$ cat src/pkg/occr_pkg.sv
package occr_pkg;

    // serial frame layout
    localparam int         FRAME_BITS     = 16;      // command byte then data byte
    localparam int         BIT_CNT_W      = 5;       // counter width, holds 0..16 and more
    localparam int         OP_MSB         = 7;       // op code in the top two command bits
    localparam int         OP_LSB         = 6;
    localparam int         ADDR_MSB       = 5;       // address in the lower six bits
    localparam logic [1:0] OP_WRITE       = 2'b00;   // write operating code
    localparam logic [5:0] ADDR_CTRL_ONE  = 6'h01;   // first control register
    localparam logic [5:0] ADDR_CTRL_TWO  = 6'h02;   // second control register

    // control register fields, both registers share one layout
    localparam int         PUMP_BIT       = 7;       // keep bit or disable bit
    localparam int         UPPER_CFG_LSB  = 4;       // low-side channel code [6:4]
    localparam int         BRIDGE_BIT     = 3;       // bridge enable of the pair
    localparam int         LOWER_CFG_LSB  = 0;       // high-side channel code [2:0]
    localparam int         CFG_W          = 3;

    // reset values
    localparam logic [7:0] CTRL_ONE_RST   = 8'h80;   // keep bit preset
    localparam logic [7:0] CTRL_TWO_RST   = 8'h00;   // disable bit clear
    localparam logic [7:0] TX_PAD         = 8'h00;   // second answer byte

    // channel configuration codes
    localparam logic [2:0] CFG_OFF        = 3'b000;  // off, open-load check off
    localparam logic [2:0] CFG_OFF_OLCHK  = 3'b111;  // off, open-load check on
    localparam logic [2:0] CFG_ON_SLOW    = 3'b010;  // on, low slew rate

    // cross-conduction masking time
    localparam int         CLK_PERIOD_NS  = 10;
    localparam int         MASK_TIME_NS   = 1000;
    localparam int         MASK_CYCLES    = (MASK_TIME_NS + CLK_PERIOD_NS - 1) / CLK_PERIOD_NS;
    localparam int         MASK_CNT_W     = $clog2(MASK_CYCLES + 1);

    // one received frame
    typedef struct packed {
        logic [7:0] cmd;        // operating code and address
        logic [7:0] data;       // value to store
    } occr_frame_type;

    // state presented for one output channel
    typedef struct packed {
        logic       on;         // stage switched on
        logic       slew_low;   // low slew rate selected
        logic       ol_en;      // off-state open-load check armed
    } occr_chan_type;

endpackage

$ cat src/verilog/occr_spi_rx.sv
`timescale 1ns/100ps
`default_nettype none
module occr_spi_rx
(
    input  wire logic                     clk,
    input  wire logic                     rst,
    input  wire logic                     sck_pin,
    input  wire logic                     cs_n_pin,
    input  wire logic                     sdi_pin,
    input  wire logic [15:0]              tx_word,
    output var  logic                     frame_valid,
    output var  occr_pkg::occr_frame_type frame,
    output var  logic                     sdo,
    output var  logic                     sdo_oe
);
    import occr_pkg::*;

    logic [2:0]           sck_s;      // sync chain plus history
    logic [2:0]           cs_s;       // sync chain plus history
    logic [1:0]           sdi_s;      // sync chain
    logic [15:0]          rx_q;       // incoming shift register
    logic [15:0]          tx_q;       // outgoing shift register
    logic [BIT_CNT_W-1:0] cnt_q;      // bits taken this frame
    logic                 sck_rise;
    logic                 sck_fall;
    logic                 cs_fall;
    logic                 cs_rise;

    // edges seen only on settled stages
    assign sck_rise = sck_s[1] & ~sck_s[2];
    assign sck_fall = ~sck_s[1] & sck_s[2];
    assign cs_fall  = ~cs_s[1] & cs_s[2];
    assign cs_rise  = cs_s[1] & ~cs_s[2];

    // pin synchronisers
    always_ff @(posedge clk or posedge rst)
    begin
        if (rst)
        begin
            sck_s <= 3'h0;
            cs_s  <= 3'h7;
            sdi_s <= 2'h0;
        end
        else
        begin
            sck_s <= {sck_s[1:0], sck_pin};
            cs_s  <= {cs_s[1:0], cs_n_pin};
            sdi_s <= {sdi_s[0], sdi_pin};
        end
    end

    // capture msb first on rising clock while selected
    always_ff @(posedge clk or posedge rst)
    begin
        if (rst)
        begin
            rx_q  <= 16'h0000;
            cnt_q <= '0;
        end
        else if (cs_fall)
        begin
            cnt_q <= '0;
        end
        else if (sck_rise && !cs_s[1])
        begin
            rx_q <= {rx_q[14:0], sdi_s[1]};
            if (cnt_q != '1)
            begin
                cnt_q <= cnt_q + 1'b1;
            end
        end
    end

    // frame accepted only with exactly sixteen bits
    always_ff @(posedge clk or posedge rst)
    begin
        if (rst)
        begin
            frame_valid <= 1'b0;
            frame       <= '0;
        end
        else
        begin
            frame_valid <= cs_rise && (cnt_q == BIT_CNT_W'(FRAME_BITS));
            if (cs_rise)
            begin
                frame <= rx_q;
            end
        end
    end

    // answer shifts out on falling clock
    always_ff @(posedge clk or posedge rst)
    begin
        if (rst)
        begin
            tx_q   <= 16'h0000;
            sdo    <= 1'b0;
            sdo_oe <= 1'b0;
        end
        else
        begin
            sdo_oe <= ~cs_s[1];
            if (cs_fall)
            begin
                tx_q <= {tx_word[14:0], 1'b0};
                sdo  <= tx_word[15];
            end
            else if (sck_fall && !cs_s[1])
            begin
                tx_q <= {tx_q[14:0], 1'b0};
                sdo  <= tx_q[15];
            end
        end
    end

endmodule
`default_nettype wire

$ cat src/verilog/occr_top.sv
// What this block does
// - write op, address 01h loads register one
// - write op, address 02h loads register two
// - register one: keep, ch5, bridge, ch2
// - register two: disable, ch4, bridge, ch1
// - code 111b off, open-load check on
// - code 000b off, open-load check off
// - code 010b on, low slew
// - bridge bit pairs its two channels
// - pump runs with keep one or disable zero
// - flag open-load on low drain only
// - both on in bridge: high-side wins
// - pump stops only when both bits agree
// - keep bit is one after reset
// - bridge polarity change waits masking time
`timescale 1ns/100ps
`default_nettype none
module occr_top
(
    input  wire logic                    SYS_CLK,
    input  wire logic                    SYS_RST,
    input  wire logic                    SPI_SCK,
    input  wire logic                    SPI_CS_N,
    input  wire logic                    SPI_SDI,
    output var  logic                    SPI_SDO,
    output var  logic                    SPI_SDO_OE,
    input  wire logic                    DRAIN_LOW_CH4,
    input  wire logic                    DRAIN_LOW_CH5,
    output var  occr_pkg::occr_chan_type CH1_OUT,
    output var  occr_pkg::occr_chan_type CH2_OUT,
    output var  occr_pkg::occr_chan_type CH4_OUT,
    output var  occr_pkg::occr_chan_type CH5_OUT,
    output var  logic                    BRIDGE_CH1_CH4,
    output var  logic                    BRIDGE_CH2_CH5,
    output var  logic                    PUMP_RUN,
    output var  logic                    OPEN_LOAD_CH4,
    output var  logic                    OPEN_LOAD_CH5
);
    import occr_pkg::*;

    // decode one channel code into its drive state
    function automatic occr_chan_type cfg_decode(input logic [CFG_W-1:0] code);
        occr_chan_type res;
        res.on       = (code != CFG_OFF) && (code != CFG_OFF_OLCHK);
        res.slew_low = (code == CFG_ON_SLOW);
        res.ol_en    = (code == CFG_OFF_OLCHK);
        return res;
    endfunction

    // registers and serial front end
    logic                  frame_valid;      // one-cycle pulse per good frame
    occr_frame_type        frame;            // received command and data
    logic [7:0]            ctrl_one_q;       // register at address 01h
    logic [7:0]            ctrl_two_q;       // register at address 02h
    logic [15:0]           tx_word;          // answer word for next frame
    logic [1:0]            frame_op;         // operating code field
    logic [5:0]            frame_addr;       // address field

    // decoded requests, index 0 is pair 1&4, index 1 is pair 2&5
    occr_chan_type         hs_cfg [2];       // high-side channel request
    occr_chan_type         ls_cfg [2];       // low-side channel request
    logic [1:0]            bridge;           // bridge bits
    logic [1:0]            tgt_hs;           // wanted high-side state
    logic [1:0]            tgt_ls;           // wanted low-side state

    // bridge sequencing state
    logic [1:0]            pend_hs_q;        // state waiting to be applied
    logic [1:0]            pend_ls_q;
    logic [1:0]            appl_hs_q;        // state on the stages
    logic [1:0]            appl_ls_q;
    logic [MASK_CNT_W-1:0] mask_cnt_q [2];   // masking countdown

    // drain comparator synchronisers
    logic [1:0]            drain_s1_q;       // first stage
    logic [1:0]            drain_s2_q;       // settled level
    logic [1:0]            ol_q;             // open-load flags

    // pump state
    logic                  pump_q;           // pump running

    // serial receiver and answer shifter
    occr_spi_rx u_occr_spi_rx
    (
        .clk         (SYS_CLK),
        .rst         (SYS_RST),
        .sck_pin     (SPI_SCK),
        .cs_n_pin    (SPI_CS_N),
        .sdi_pin     (SPI_SDI),
        .tx_word     (tx_word),
        .frame_valid (frame_valid),
        .frame       (frame),
        .sdo         (SPI_SDO),
        .sdo_oe      (SPI_SDO_OE)
    );

    // command fields, op code in the two top bits
    assign frame_op   = frame.cmd[OP_MSB:OP_LSB];
    assign frame_addr = frame.cmd[ADDR_MSB:0];

    // answer: pump and open-load status, then padding
    assign tx_word = {pump_q, ol_q[1], ol_q[0], 5'h00, TX_PAD};

    // register one write
    always_ff @(posedge SYS_CLK or posedge SYS_RST)
    begin
        if (SYS_RST)
        begin
            ctrl_one_q <= CTRL_ONE_RST;
        end
        else if (frame_valid && frame_op == OP_WRITE && frame_addr == ADDR_CTRL_ONE)
        begin
            ctrl_one_q <= frame.data;
        end
    end

    // register two write
    always_ff @(posedge SYS_CLK or posedge SYS_RST)
    begin
        if (SYS_RST)
        begin
            ctrl_two_q <= CTRL_TWO_RST;
        end
        else if (frame_valid && frame_op == OP_WRITE && frame_addr == ADDR_CTRL_TWO)
        begin
            ctrl_two_q <= frame.data;
        end
    end

    // field split and request decode
    always_comb
    begin
        // pair 1&4 from register two
        hs_cfg[0] = cfg_decode(ctrl_two_q[LOWER_CFG_LSB +: CFG_W]);
        ls_cfg[0] = cfg_decode(ctrl_two_q[UPPER_CFG_LSB +: CFG_W]);
        bridge[0] = ctrl_two_q[BRIDGE_BIT];
        // pair 2&5 from register one
        hs_cfg[1] = cfg_decode(ctrl_one_q[LOWER_CFG_LSB +: CFG_W]);
        ls_cfg[1] = cfg_decode(ctrl_one_q[UPPER_CFG_LSB +: CFG_W]);
        bridge[1] = ctrl_one_q[BRIDGE_BIT];
    end

    // wanted stage states, high-side wins a clash in a bridge
    always_comb
    begin
        for (int p = 0; p < 2; p++)
        begin
            tgt_hs[p] = hs_cfg[p].on;
            tgt_ls[p] = ls_cfg[p].on & ~(bridge[p] & hs_cfg[p].on);
        end
    end

    // bridge sequencing: every change in a bridged pair goes through an all-off gap
    always_ff @(posedge SYS_CLK or posedge SYS_RST)
    begin
        if (SYS_RST)
        begin
            pend_hs_q     <= 2'h0;
            pend_ls_q     <= 2'h0;
            appl_hs_q     <= 2'h0;
            appl_ls_q     <= 2'h0;
            mask_cnt_q[0] <= '0;
            mask_cnt_q[1] <= '0;
        end
        else
        begin
            for (int p = 0; p < 2; p++)
            begin
                if (!bridge[p])
                begin
                    // independent channels follow at once
                    pend_hs_q[p]  <= tgt_hs[p];
                    pend_ls_q[p]  <= tgt_ls[p];
                    appl_hs_q[p]  <= tgt_hs[p];
                    appl_ls_q[p]  <= tgt_ls[p];
                    mask_cnt_q[p] <= '0;
                end
                else if (tgt_hs[p] != pend_hs_q[p] || tgt_ls[p] != pend_ls_q[p])
                begin
                    // new polarity: both off, restart the mask
                    pend_hs_q[p]  <= tgt_hs[p];
                    pend_ls_q[p]  <= tgt_ls[p];
                    appl_hs_q[p]  <= 1'b0;
                    appl_ls_q[p]  <= 1'b0;
                    mask_cnt_q[p] <= MASK_CNT_W'(MASK_CYCLES);
                end
                else if (mask_cnt_q[p] != '0)
                begin
                    // still masking
                    mask_cnt_q[p] <= mask_cnt_q[p] - 1'b1;
                end
                else
                begin
                    // mask over, apply the waiting state
                    appl_hs_q[p] <= pend_hs_q[p];
                    appl_ls_q[p] <= pend_ls_q[p];
                end
            end
        end
    end

    // channel outputs
    always_ff @(posedge SYS_CLK or posedge SYS_RST)
    begin
        if (SYS_RST)
        begin
            CH1_OUT <= '0;
            CH2_OUT <= '0;
            CH4_OUT <= '0;
            CH5_OUT <= '0;
        end
        else
        begin
            CH1_OUT    <= hs_cfg[0];
            CH1_OUT.on <= appl_hs_q[0];
            CH4_OUT    <= ls_cfg[0];
            CH4_OUT.on <= appl_ls_q[0];
            CH2_OUT    <= hs_cfg[1];
            CH2_OUT.on <= appl_hs_q[1];
            CH5_OUT    <= ls_cfg[1];
            CH5_OUT.on <= appl_ls_q[1];
        end
    end

    // bridge indications
    always_ff @(posedge SYS_CLK or posedge SYS_RST)
    begin
        if (SYS_RST)
        begin
            BRIDGE_CH1_CH4 <= 1'b0;
            BRIDGE_CH2_CH5 <= 1'b0;
        end
        else
        begin
            BRIDGE_CH1_CH4 <= bridge[0];
            BRIDGE_CH2_CH5 <= bridge[1];
        end
    end

    // charge pump: off only for keep clear with disable set
    always_ff @(posedge SYS_CLK or posedge SYS_RST)
    begin
        if (SYS_RST)
        begin
            pump_q <= 1'b1;
        end
        else
        begin
            pump_q <= ctrl_one_q[PUMP_BIT] | ~ctrl_two_q[PUMP_BIT];
        end
    end

    // pump output copy
    always_ff @(posedge SYS_CLK or posedge SYS_RST)
    begin
        if (SYS_RST)
        begin
            PUMP_RUN <= 1'b1;
        end
        else
        begin
            PUMP_RUN <= ctrl_one_q[PUMP_BIT] | ~ctrl_two_q[PUMP_BIT];
        end
    end

    // drain comparator synchronisers, index 0 ch4, index 1 ch5
    always_ff @(posedge SYS_CLK or posedge SYS_RST)
    begin
        if (SYS_RST)
        begin
            drain_s1_q <= 2'h0;
            drain_s2_q <= 2'h0;
        end
        else
        begin
            drain_s1_q <= {DRAIN_LOW_CH5, DRAIN_LOW_CH4};
            drain_s2_q <= drain_s1_q;
        end
    end

    // open-load: armed, stage off, drain below threshold
    always_ff @(posedge SYS_CLK or posedge SYS_RST)
    begin
        if (SYS_RST)
        begin
            ol_q <= 2'h0;
        end
        else
        begin
            for (int p = 0; p < 2; p++)
            begin
                // a pulled-up drain leaves the comparator low
                ol_q[p] <= ls_cfg[p].ol_en & ~appl_ls_q[p] & drain_s2_q[p];
            end
        end
    end

    // open-load output copies
    always_ff @(posedge SYS_CLK or posedge SYS_RST)
    begin
        if (SYS_RST)
        begin
            OPEN_LOAD_CH4 <= 1'b0;
            OPEN_LOAD_CH5 <= 1'b0;
        end
        else
        begin
            OPEN_LOAD_CH4 <= ls_cfg[0].ol_en & ~appl_ls_q[0] & drain_s2_q[0];
            OPEN_LOAD_CH5 <= ls_cfg[1].ol_en & ~appl_ls_q[1] & drain_s2_q[1];
        end
    end

endmodule
`default_nettype wire
$ cat config.mk
export PLATFORM = sky130hd
export DESIGN_NAME = occr_top
export DESIGN_NICKNAME = d
export VERILOG_FILES = /design/src/pkg/occr_pkg.sv /design/src/verilog/occr_spi_rx.sv /design/src/verilog/occr_top.sv
export SDC_FILE = /design/constraint.sdc
export NUM_CORES = 1
export LEC_CHECK = 0
export BUFFER_PORTS_ARGS = -buffer_cell sky130_fd_sc_hd__clkbuf_2
export CAP_MARGIN = 0
export CORE_UTILIZATION = 25
export DETAILED_ROUTE_END_ITERATION = 8
export SLEW_MARGIN = 15
export SYNTH_ARGS = -nofsm -noshare
export SYNTH_HDL_FRONTEND = slang
export SYNTH_SLANG_ARGS = --single-unit
$ cat constraint.sdc
create_clock -name SYS_CLK -period 3.7 [get_ports SYS_CLK]
set_input_delay 0 -clock SYS_CLK [delete_from_list [all_inputs] [get_ports SYS_CLK]]
set_output_delay 0 -clock SYS_CLK [all_outputs]
set_load 0.03 [all_outputs]
==> results of run 1 <==
## per-stage QoR
stage	setup WS (ns)	cells	area, sq um	utilization [%]
2_1_floorplan	0.834	321	4420	-
3_3_place_gp	1.88	566	4790	27.7
3_5_place_dp	1.82	566	4790	27.7
4_1_cts	1.81	588	5130	29.6
5_1_grt	1.71	588	5130	29.7
6_report	1.86	588	5130	29.7
## how the worst max path moves through the flow
stage,to,startpoint,cells after the start
floorplan,BRIDGE_CH1_CH4,SYS_RST,1
global placement,u_occr_spi_rx.frame[4],u_occr_spi_rx.cs_s[1],3
detailed placement,u_occr_spi_rx.frame[14],u_occr_spi_rx.cs_s[1],3
CTS,u_occr_spi_rx.frame[14],u_occr_spi_rx.cs_s[1],3
global route,u_occr_spi_rx.frame[5],u_occr_spi_rx.cs_s[1],3
finish,u_occr_spi_rx.frame[14],u_occr_spi_rx.cs_s[1],3
## cell type report
class                      count  share of cell area (%)
sequential                   109                    53.3
timing repair buffer          32                    3.76
clock buffer                  13                    4.88
tap                          225                    5.49
inverter                      13                    1.05
multi-input combinational    193                    31.1
clock inverter                 3                   0.439
## registers in the layout, indices dropped and copies added, names as in the netlist, 5 cells and up
signal / count
ctrl_one_q: 8
ctrl_two_q: 8
mask_cnt_q: 14
u_occr_spi_rx.cnt_q: 5
u_occr_spi_rx.frame: 16
u_occr_spi_rx.rx_q: 16
## logic make-up after synthesis
logic type / share of synthesized area, %
AOI/OAI and AO/OA: 4.70
xor gates and xnor gates: 1.98
adders and majority gates: 1.98
buffers and inverters: 1.98
DFF: 61.9
muxes: 13.6
and+or+nand+nor: 13.8
## routing by layer
layer,track usage [%],vias to the layer above
met4,3.75,0
met5,0,-
met3,2.29,10
li1,-,1212
met2,14.5,28
met1,12.0,1274
## cells in the mapped netlist (2+ instances only)
| master | n | share of area, % |
|---|---|---|
| a21boi_1 | 3 | 0.51 |
| a21oi_1 | 10 | 1.1 |
| a41o_1 | 2 | 0.45 |
| and3_1 | 6 | 0.85 |
| buf_6 | 2 | 0.51 |
| clkbuf_1 | 3 | 0.26 |
| dfrtp_1 | 104 | 59 |
| dfstp_2 | 5 | 3.0 |
| ha_1 | 7 | 2.0 |
| inv_1 | 12 | 1.0 |
| mux2_1 | 31 | 7.9 |
| mux2_2 | 17 | 4.3 |
| mux2i_1 | 6 | 1.4 |
| nand2_1 | 13 | 1.1 |
| nand2b_1 | 3 | 0.43 |
| nand3_1 | 8 | 0.91 |
| nand4_1 | 2 | 0.28 |
| nand4b_4 | 2 | 1.1 |
| nor2_1 | 17 | 1.4 |
| nor2_4 | 2 | 0.51 |
| nor2b_1 | 2 | 0.28 |
| nor3_1 | 7 | 0.79 |
| nor3_2 | 3 | 0.68 |
| nor3b_1 | 6 | 1.0 |
| nor4_2 | 2 | 0.57 |
| o21ai_0 | 3 | 0.34 |
| o21ai_1 | 3 | 0.34 |
| o221ai_1 | 2 | 0.40 |
| or2_1 | 2 | 0.28 |
| xnor2_1 | 3 | 0.60 |
| xor2_1 | 7 | 1.4 |
## power breakdown
| group | leakage (uW) | total [uW] | switching, uW | internal (uW) |
|---|---|---|---|---|
| Clock | 0.000134 | 893 | 414 | 479 |
| Combinational | 0.000864 | 102 | 53.1 | 48.5 |
| Sequential | 0.00147 | 1290 | 42.0 | 1250 |
| Total | 0.00246 | 2280 | 509 | 1770 |
## timing repair
action                                 4_1_cts  5_1_grt
hold buffers                                 6        0
setup buffers                                0        0
endpoints found under the hold margin       89        0
gates resized for setup                      0        0
==> metrics, run 1 <==
WS Path Type reg2reg; Clock Latency Late Sink 0.34 ns; CP cell instances inv_1, nor2_2, mux2_2; Static Leakage 0.00246 uW; buffers added on ports 25; Synth Register Bits 109; fin crit share 49.8%; status completed; fin. max-slew vios 0; vias per inst 4.29; DRT iter0 DRCs 111; DR top layer met4; largest net degree at the start of global routing 90; reg2reg setup slack 1.86 ns; Worst Hold Depth 2; initial antenna violation count 0; Final min period 1.84 ns; WL met2 3560 microns; clock buffer count from CTS 9; Met3 Wirelength 209 microns; Total Power 2280 uW; die width 135 microns; FP Rows 48; yosys warns 0; register area share after synthesis 61.9%; commonest cells after routing, fill and taps aside dfrtp_1, mux2_1, clkbuf_2, mux2_2, nor2_1; Initial Util 25.5%; final WL 7590 microns; drt wl/cell 12.9 microns; footprint of the multi-input gates 1590 sq um; Async S/R FF share, synth 100%; Reg clk slew, reported paths 0.07 ns; antenna diode count 0; CP top delay family simple AND/OR/NAND/NOR gates; Final HPWL DP 5140 microns; worst path arrival time 2.07 ns; Area Overhead vs Synth 16.2%; synth unique cells 57; FF-to-FF Start u_occr_spi_rx.cs_s[1]; CP max FO 17; Max stage delay on crit path 0.66 ns; hold slack 0.292 ns; sequential cell area 2730 sq um; PwrDens 445 nW/um^2; Hold Crit Start SPI_CS_N; Worst Hold End u_occr_spi_rx.cs_s[0]; Total GRT Usage 9.18%; RSZ-0062 raised after global routing no; Metal-1 WL 3700 microns; DRT antenna net count 0; Post-Syn Instances 321; deepest clock path buffer count 2; CTS root buffer clkbuf_16; R2R depth 3; syn nets 335; Die ar. 18,200 sq um; reg2reg end u_occr_spi_rx.frame[14]; CTS tree yes; EDFF count, synth 0; crit path max-delay cell type nor2_2; CP endpoint kind flop; Max VDD drop 194 uV; final hold vios 0; clock net sink count 109; setup tns final 0 ns; CP Buf/Inv Count 1; layout net count 372; ratio of cells with drive above 1 in the final layout 23.1%; fmax 0.543 GHz; core area 17,300 sq um; drt first pass iters 4; Final setup viols 0; Ports 26; Post-Syn Area 4420 sq um; maxcap violations 0; Clock H-tree levels 3; hold crit path type in2reg; first-pass GRT wire length 13,100 microns; commonest non-fill, non-tap cell in the layout dfrtp_1; CP Launch Type flop; Slew @ Worst Pin 0.841 ns; Rel. slew slack 43.8%; Top FF cell, synth dfrtp_1; Worst EP required 3.93 ns; Fillers 1,760; syn_area_per_cell 13.8 sq um; final setup skew 0.00776 ns; vias in the first global route 2,575; die height 135 microns; vias post-DR 2,524; DRC violations left 0; Placer Congestion 0.735; total grt overflow 0
Note: power is estimated with default switching activity, not from simulation.
==> run 2, diff against run 1 <==
==> constraint.sdc (replaced) <==
create_clock -name SYS_CLK -period 1.9 [get_ports SYS_CLK]
set_input_delay 0 -clock SYS_CLK [delete_from_list [all_inputs] [get_ports SYS_CLK]]
set_output_delay 0 -clock SYS_CLK [all_outputs]
set_load 0.03 [all_outputs]
==> run 2 against run 1 <==
Largest cell class unchanged. First-iteration DRC count shrank 3.6%. Clock skew grew 0.00069 ns. Final cell count grew 1.0%. Total power up 100%. Core utilization up 0.55 points. Critical endpoint is now mask_cnt_q[10]. Via count increased by 1.1%. Highest routed layer unchanged.
==> metrics, run 2 (synthesis gave the netlist of run 1 again) <==
Pint 3570 uW; CP cell instances inv_1, ha_1, nor2b_1, and2_1, nor4_2, xor2_1, and3_1; first-pass GRT wire length 13,000 microns; crit path max-delay cell type dfrtp_1; Reg clk slew, reported paths 0.07 ns; FP Rows 48; fin crit share 93.8%; slack of the critical path 0.117 ns; status completed; hold-fix buffers at CTS 6; sequential cell area 2730 sq um; Ports 26; clock buffer count from CTS 9; CP top delay family simple AND/OR/NAND/NOR gates; final hold vios 0; Final HPWL DP 5170 microns; commonest non-fill, non-tap cell in the layout dfrtp_1; Clock H-tree levels 3; CP max FO 7; hold slack 0.273 ns; vias per inst 4.30; Worst EP required 2.14 ns; sw frac 22.2%; CP Launch Type flop; worst path arrival time 2.02 ns; die width 135 microns; Initial Util 25.5%; final WL 7480 microns; Max VDD drop 353 uV; Area Overhead vs Synth 18.3%; Clock Latency Late Sink 0.35 ns; Die ar. 18,200 sq um; maxcap violations 0; Total GRT Usage 9.18%; Final setup viols 0; Flop pwr share 54.6%; ratio of cells with drive above 1 in the final layout 24.9%; drt wl/cell 12.6 microns; Rel. slew slack 67.4%; layout net count 378; CTS root buffer clkbuf_16; hold crit path type in2async; Final min period 1.78 ns; R2R depth 7; FF-to-FF Start mask_cnt_q[7]; Critical Path Source mask_cnt_q[7]; setup tns final 0 ns; die height 135 microns; buffers added on ports 25; WS Path Type reg2reg; footprint of the multi-input gates 1590 sq um; total grt overflow 0; reg2reg end mask_cnt_q[10]; fin. max-slew vios 0; Gate power share 4.5%; P_sw 1020 uW; final setup skew 0.00845 ns; Slew @ Worst Pin 0.488 ns; Max stage delay on crit path 0.43 ns; pre-CTS WS 0.143 ns; largest net degree at the start of global routing 91; core area 17,300 sq um; biggest regs u_occr_spi_rx.frame x16, u_occr_spi_rx.rx_q x16, mask_cnt_q x14; DRT iter0 DRCs 107; Static Leakage 0.00251 uW; antenna diode count 0; deepest clock path buffer count 2; clock net sink count 109; Clk network pwr share 40.9%; DRC violations left 0; count of cells resized by post-cts repair 0; Placer Congestion 0.702; initial antenna violation count 0; vias post-DR 2,552; Total Power 4580 uW; reg2reg setup slack 0.12 ns; Fillers 1,717; DRT antenna net count 0; CTS tree yes; PwrDens 878 nW/um^2; Util after Layout 30.2%; vias in the first global route 2,584; commonest cells after routing, fill and taps aside dfrtp_1, mux2_1, clkbuf_2, mux2_2, nor2_1; fmax 0.561 GHz; CP Buf/Inv Count 1; CP endpoint kind flop; RSZ-0062 raised after global routing no; drt first pass iters 5; Post-CTS Setup Repair Bufs 0
-- run 2: power by group through the flow --
stage / sequential [uW] / combinational [uW] / clock (uW)
detailed placement: 2550 / 203 / 0
finish: 2500 / 206 / 1870
CTS: 2510 / 214 / 1950
floorplan: 2530 / 146 / 0
global route: 2520 / 239 / 2050
global placement: 2550 / 197 / 0
-- run 2: worst max path at each step --
stage / cells past startpoint / to
CTS: 7 / mask_cnt_q[10]
floorplan: 8 / mask_cnt_q[10]
global route: 7 / mask_cnt_q[4]
finish: 7 / mask_cnt_q[10]
detailed placement: 7 / mask_cnt_q[10]
global placement: 7 / mask_cnt_q[10]
-- run 2: worst min-delay path, cell delays in order --
cell and delay, ns:
dlygate4sd3_1 0.53, clkbuf_2 0.12, clkinvlp_4 0.09, buf_4 0.26
-- run 2: area by class of cell --
class | instances | share of cell area [%]
clock buffers | 10 | 4.38
clock inverters | 6 | 1.34
inverters | 13 | 1.01
multi-input cells | 193 | 30.5
flip-flops and latches | 109 | 52.3
well taps | 225 | 5.39
repair buffers | 38 | 5.03
-- run 2: through the flow --
stage | area [sq um] | cells
global placement | 4860 | 572
finish | 5220 | 594
detailed placement | 4860 | 572
CTS | 5220 | 594
global route | 5220 | 594
floorplan | 4420 | 321
-- run 2: per-layer routing --
metal  track usage (%)  routed length, microns
met5                 0                       0
met1              11.9                    3580
met2              14.3                    3550
met3              2.06                     209
met4              4.93                     150
==> run 3, diff against run 2 <==
--- a/config.mk
+++ b/config.mk
@@ -7,8 +7,11 @@
 export LEC_CHECK = 0
 export BUFFER_PORTS_ARGS = -buffer_cell sky130_fd_sc_hd__clkbuf_2
 export CAP_MARGIN = 0
+export CELL_PAD_IN_SITES_DETAIL_PLACEMENT = 0
+export CELL_PAD_IN_SITES_GLOBAL_PLACEMENT = 1
 export CORE_UTILIZATION = 25
 export DETAILED_ROUTE_END_ITERATION = 8
+export PLACE_DENSITY_LB_ADDON = 0.1
 export SLEW_MARGIN = 15
 export SYNTH_ARGS = -nofsm -noshare
 export SYNTH_HDL_FRONTEND = slang
==> run 3 against run 2 <==
Register-to-register slack better by 0.04 ns. Combinational power up 4%. Global-route usage up 1.1 points. Critical path type unchanged. Critical endpoint unchanged. Highest routed layer unchanged.
==> metrics, run 3 (synthesis gave the netlist of run 1 again) <==
status completed; WS Path Type reg2reg; drt wl/cell 13.6 microns; commonest non-fill, non-tap cell in the layout dfrtp_1; Area Overhead vs Synth 20.3%; clock buffer count from CTS 9; ratio of cells with drive above 1 in the final layout 26.1%; fmax 0.572 GHz; final WL 8140 microns; CP max FO 7; CP top delay family simple AND/OR/NAND/NOR gates; Slew @ Worst Pin 0.545 ns; Reg clk slew, reported paths 0.07 ns; maxcap violations 0; antenna diode count 0; FP Rows 48; reg2reg end mask_cnt_q[10]; largest net degree at the start of global routing 37; drt first pass iters 3; hold slack 0.238 ns; fin crit share 92.0%; Final setup viols 0; total grt overflow 0; fin. max-slew vios 0; slack of the critical path 0.152 ns; biggest regs u_occr_spi_rx.frame x16, u_occr_spi_rx.rx_q x16, mask_cnt_q x14; Ports 26; CP Launch Type flop; hold crit path type in2async; CTS tree yes; Placer Congestion 0.730; reg2reg setup slack 0.15 ns; R2R depth 7; Die ar. 18,200 sq um; final setup skew 0.00453 ns; CP endpoint kind flop; buffers added on ports 25; core area 17,300 sq um; vias post-DR 2,537; Clock Latency Late Sink 0.35 ns; RSZ-0062 raised after global routing no; Levels on crit path 7; PwrDens 925 nW/um^2; Max VDD drop 422 uV; vias per inst 4.25; die width 135 microns; Worst EP required 2.15 ns; crit path max-delay cell type dfrtp_1; Final min period 1.75 ns; Critical Path Source mask_cnt_q[7]; first-pass GRT wire length 14,100 microns; sequential cell area 2730 sq um; Initial Util 25.5%; pre-CTS WS 0.154 ns; CP cell instances inv_1, ha_1, nor2b_1, and2_1, nor4_2, xor2_1, and3_1; Max stage delay on crit path 0.43 ns; Total GRT Usage 10.3%; initial antenna violation count 0; footprint of the multi-input gates 1600 sq um; Static Leakage 0.00255 uW; Final HPWL DP 5750 microns; DRT antenna net count 0; layout net count 381; final hold vios 0; Setup crit end mask_cnt_q[10]; CP Buf/Inv Count 1; deepest clock path buffer count 2; DRC violations left 0; Rel. slew slack 63.6%; DRT iter0 DRCs 92; die height 135 microns; commonest cells after routing, fill and taps aside dfrtp_1, mux2_1, clkbuf_2, mux2_2, nor2_1; vias in the first global route 2,641; Clock H-tree levels 3; FF-to-FF Start mask_cnt_q[7]; CTS root buffer clkbuf_16; setup tns final 0 ns; worst path arrival time 1.99 ns; clock net sink count 109; Fillers 1,745
## run 3: cell count changes in the layout (fill, tap and decap cells not counted), moves of 2 or more
cell and delta:
buf_4 +2, bufinv_16 +2, clkinv_4 -2, clkinvlp_4 +2, inv_6 -2
## run 3: power breakdown
part / leakage, uW / switching, uW / internal, uW
combinational: 0.000916 / 106 / 109
clock: 0.000165 / 858 / 1320
sequential: 0.00147 / 88.6 / 2430
## run 3: how the worst min path moves through the flow
stage	startpoint	endpoint
2_1_floorplan	SPI_CS_N	u_occr_spi_rx.cs_s[0]
3_3_place_gp	SYS_RST	u_occr_spi_rx.tx_q[14]
3_5_place_dp	SYS_RST	u_occr_spi_rx.tx_q[14]
4_1_cts	SYS_RST	OPEN_LOAD_CH5
5_1_grt	SYS_RST	appl_ls_q[0]
6_report	SYS_RST	OPEN_LOAD_CH5
## run 3: repair_timing
item | in CTS | in global routing
resized for setup | 0 | 1
hold buffers | 6 | 0
hold endpoints to repair | 21 | 0
setup endpoints to repair | 0 | 1
buffers inserted | 0 | 0
## run 3: metal layers
layer	wire, microns	GRT usage (%)	vias to the layer above	part of all wire [%]
met1	4110	13.8	1281	50
li1	-	-	1224	-
met2	3620	15.0	20	45
met5	0	0	-	0
met3	202	2.33	12	2.5
met4	209	5.99	0	2.6
## run 3: worst min-delay path, stage by stage
cell and delay, ns:
dlygate4sd3_1 0.53, clkbuf_2 0.12, clkinvlp_4 0.37
## run 3: area by class of cell
type	count	area share, %
Inverter	13	0.989
Tap cell	225	5.30
Timing Repair Buffer	41	5.61
Clock buffer	10	4.50
Sequential cell	109	51.5
Clock inverter	6	2.07
Multi-Input combinational cell	193	30.1
## run 3: metrics by stage
stage	instances	util, %	power [uW]	instance area (sq um)
2_1_floorplan	321	-	2670	4420
3_3_place_gp	575	28.3	2780	4900
3_5_place_dp	575	28.3	2780	4900
4_1_cts	597	30.7	5030	5310
5_1_grt	597	30.7	5140	5310
6_report	597	30.7	4910	5310
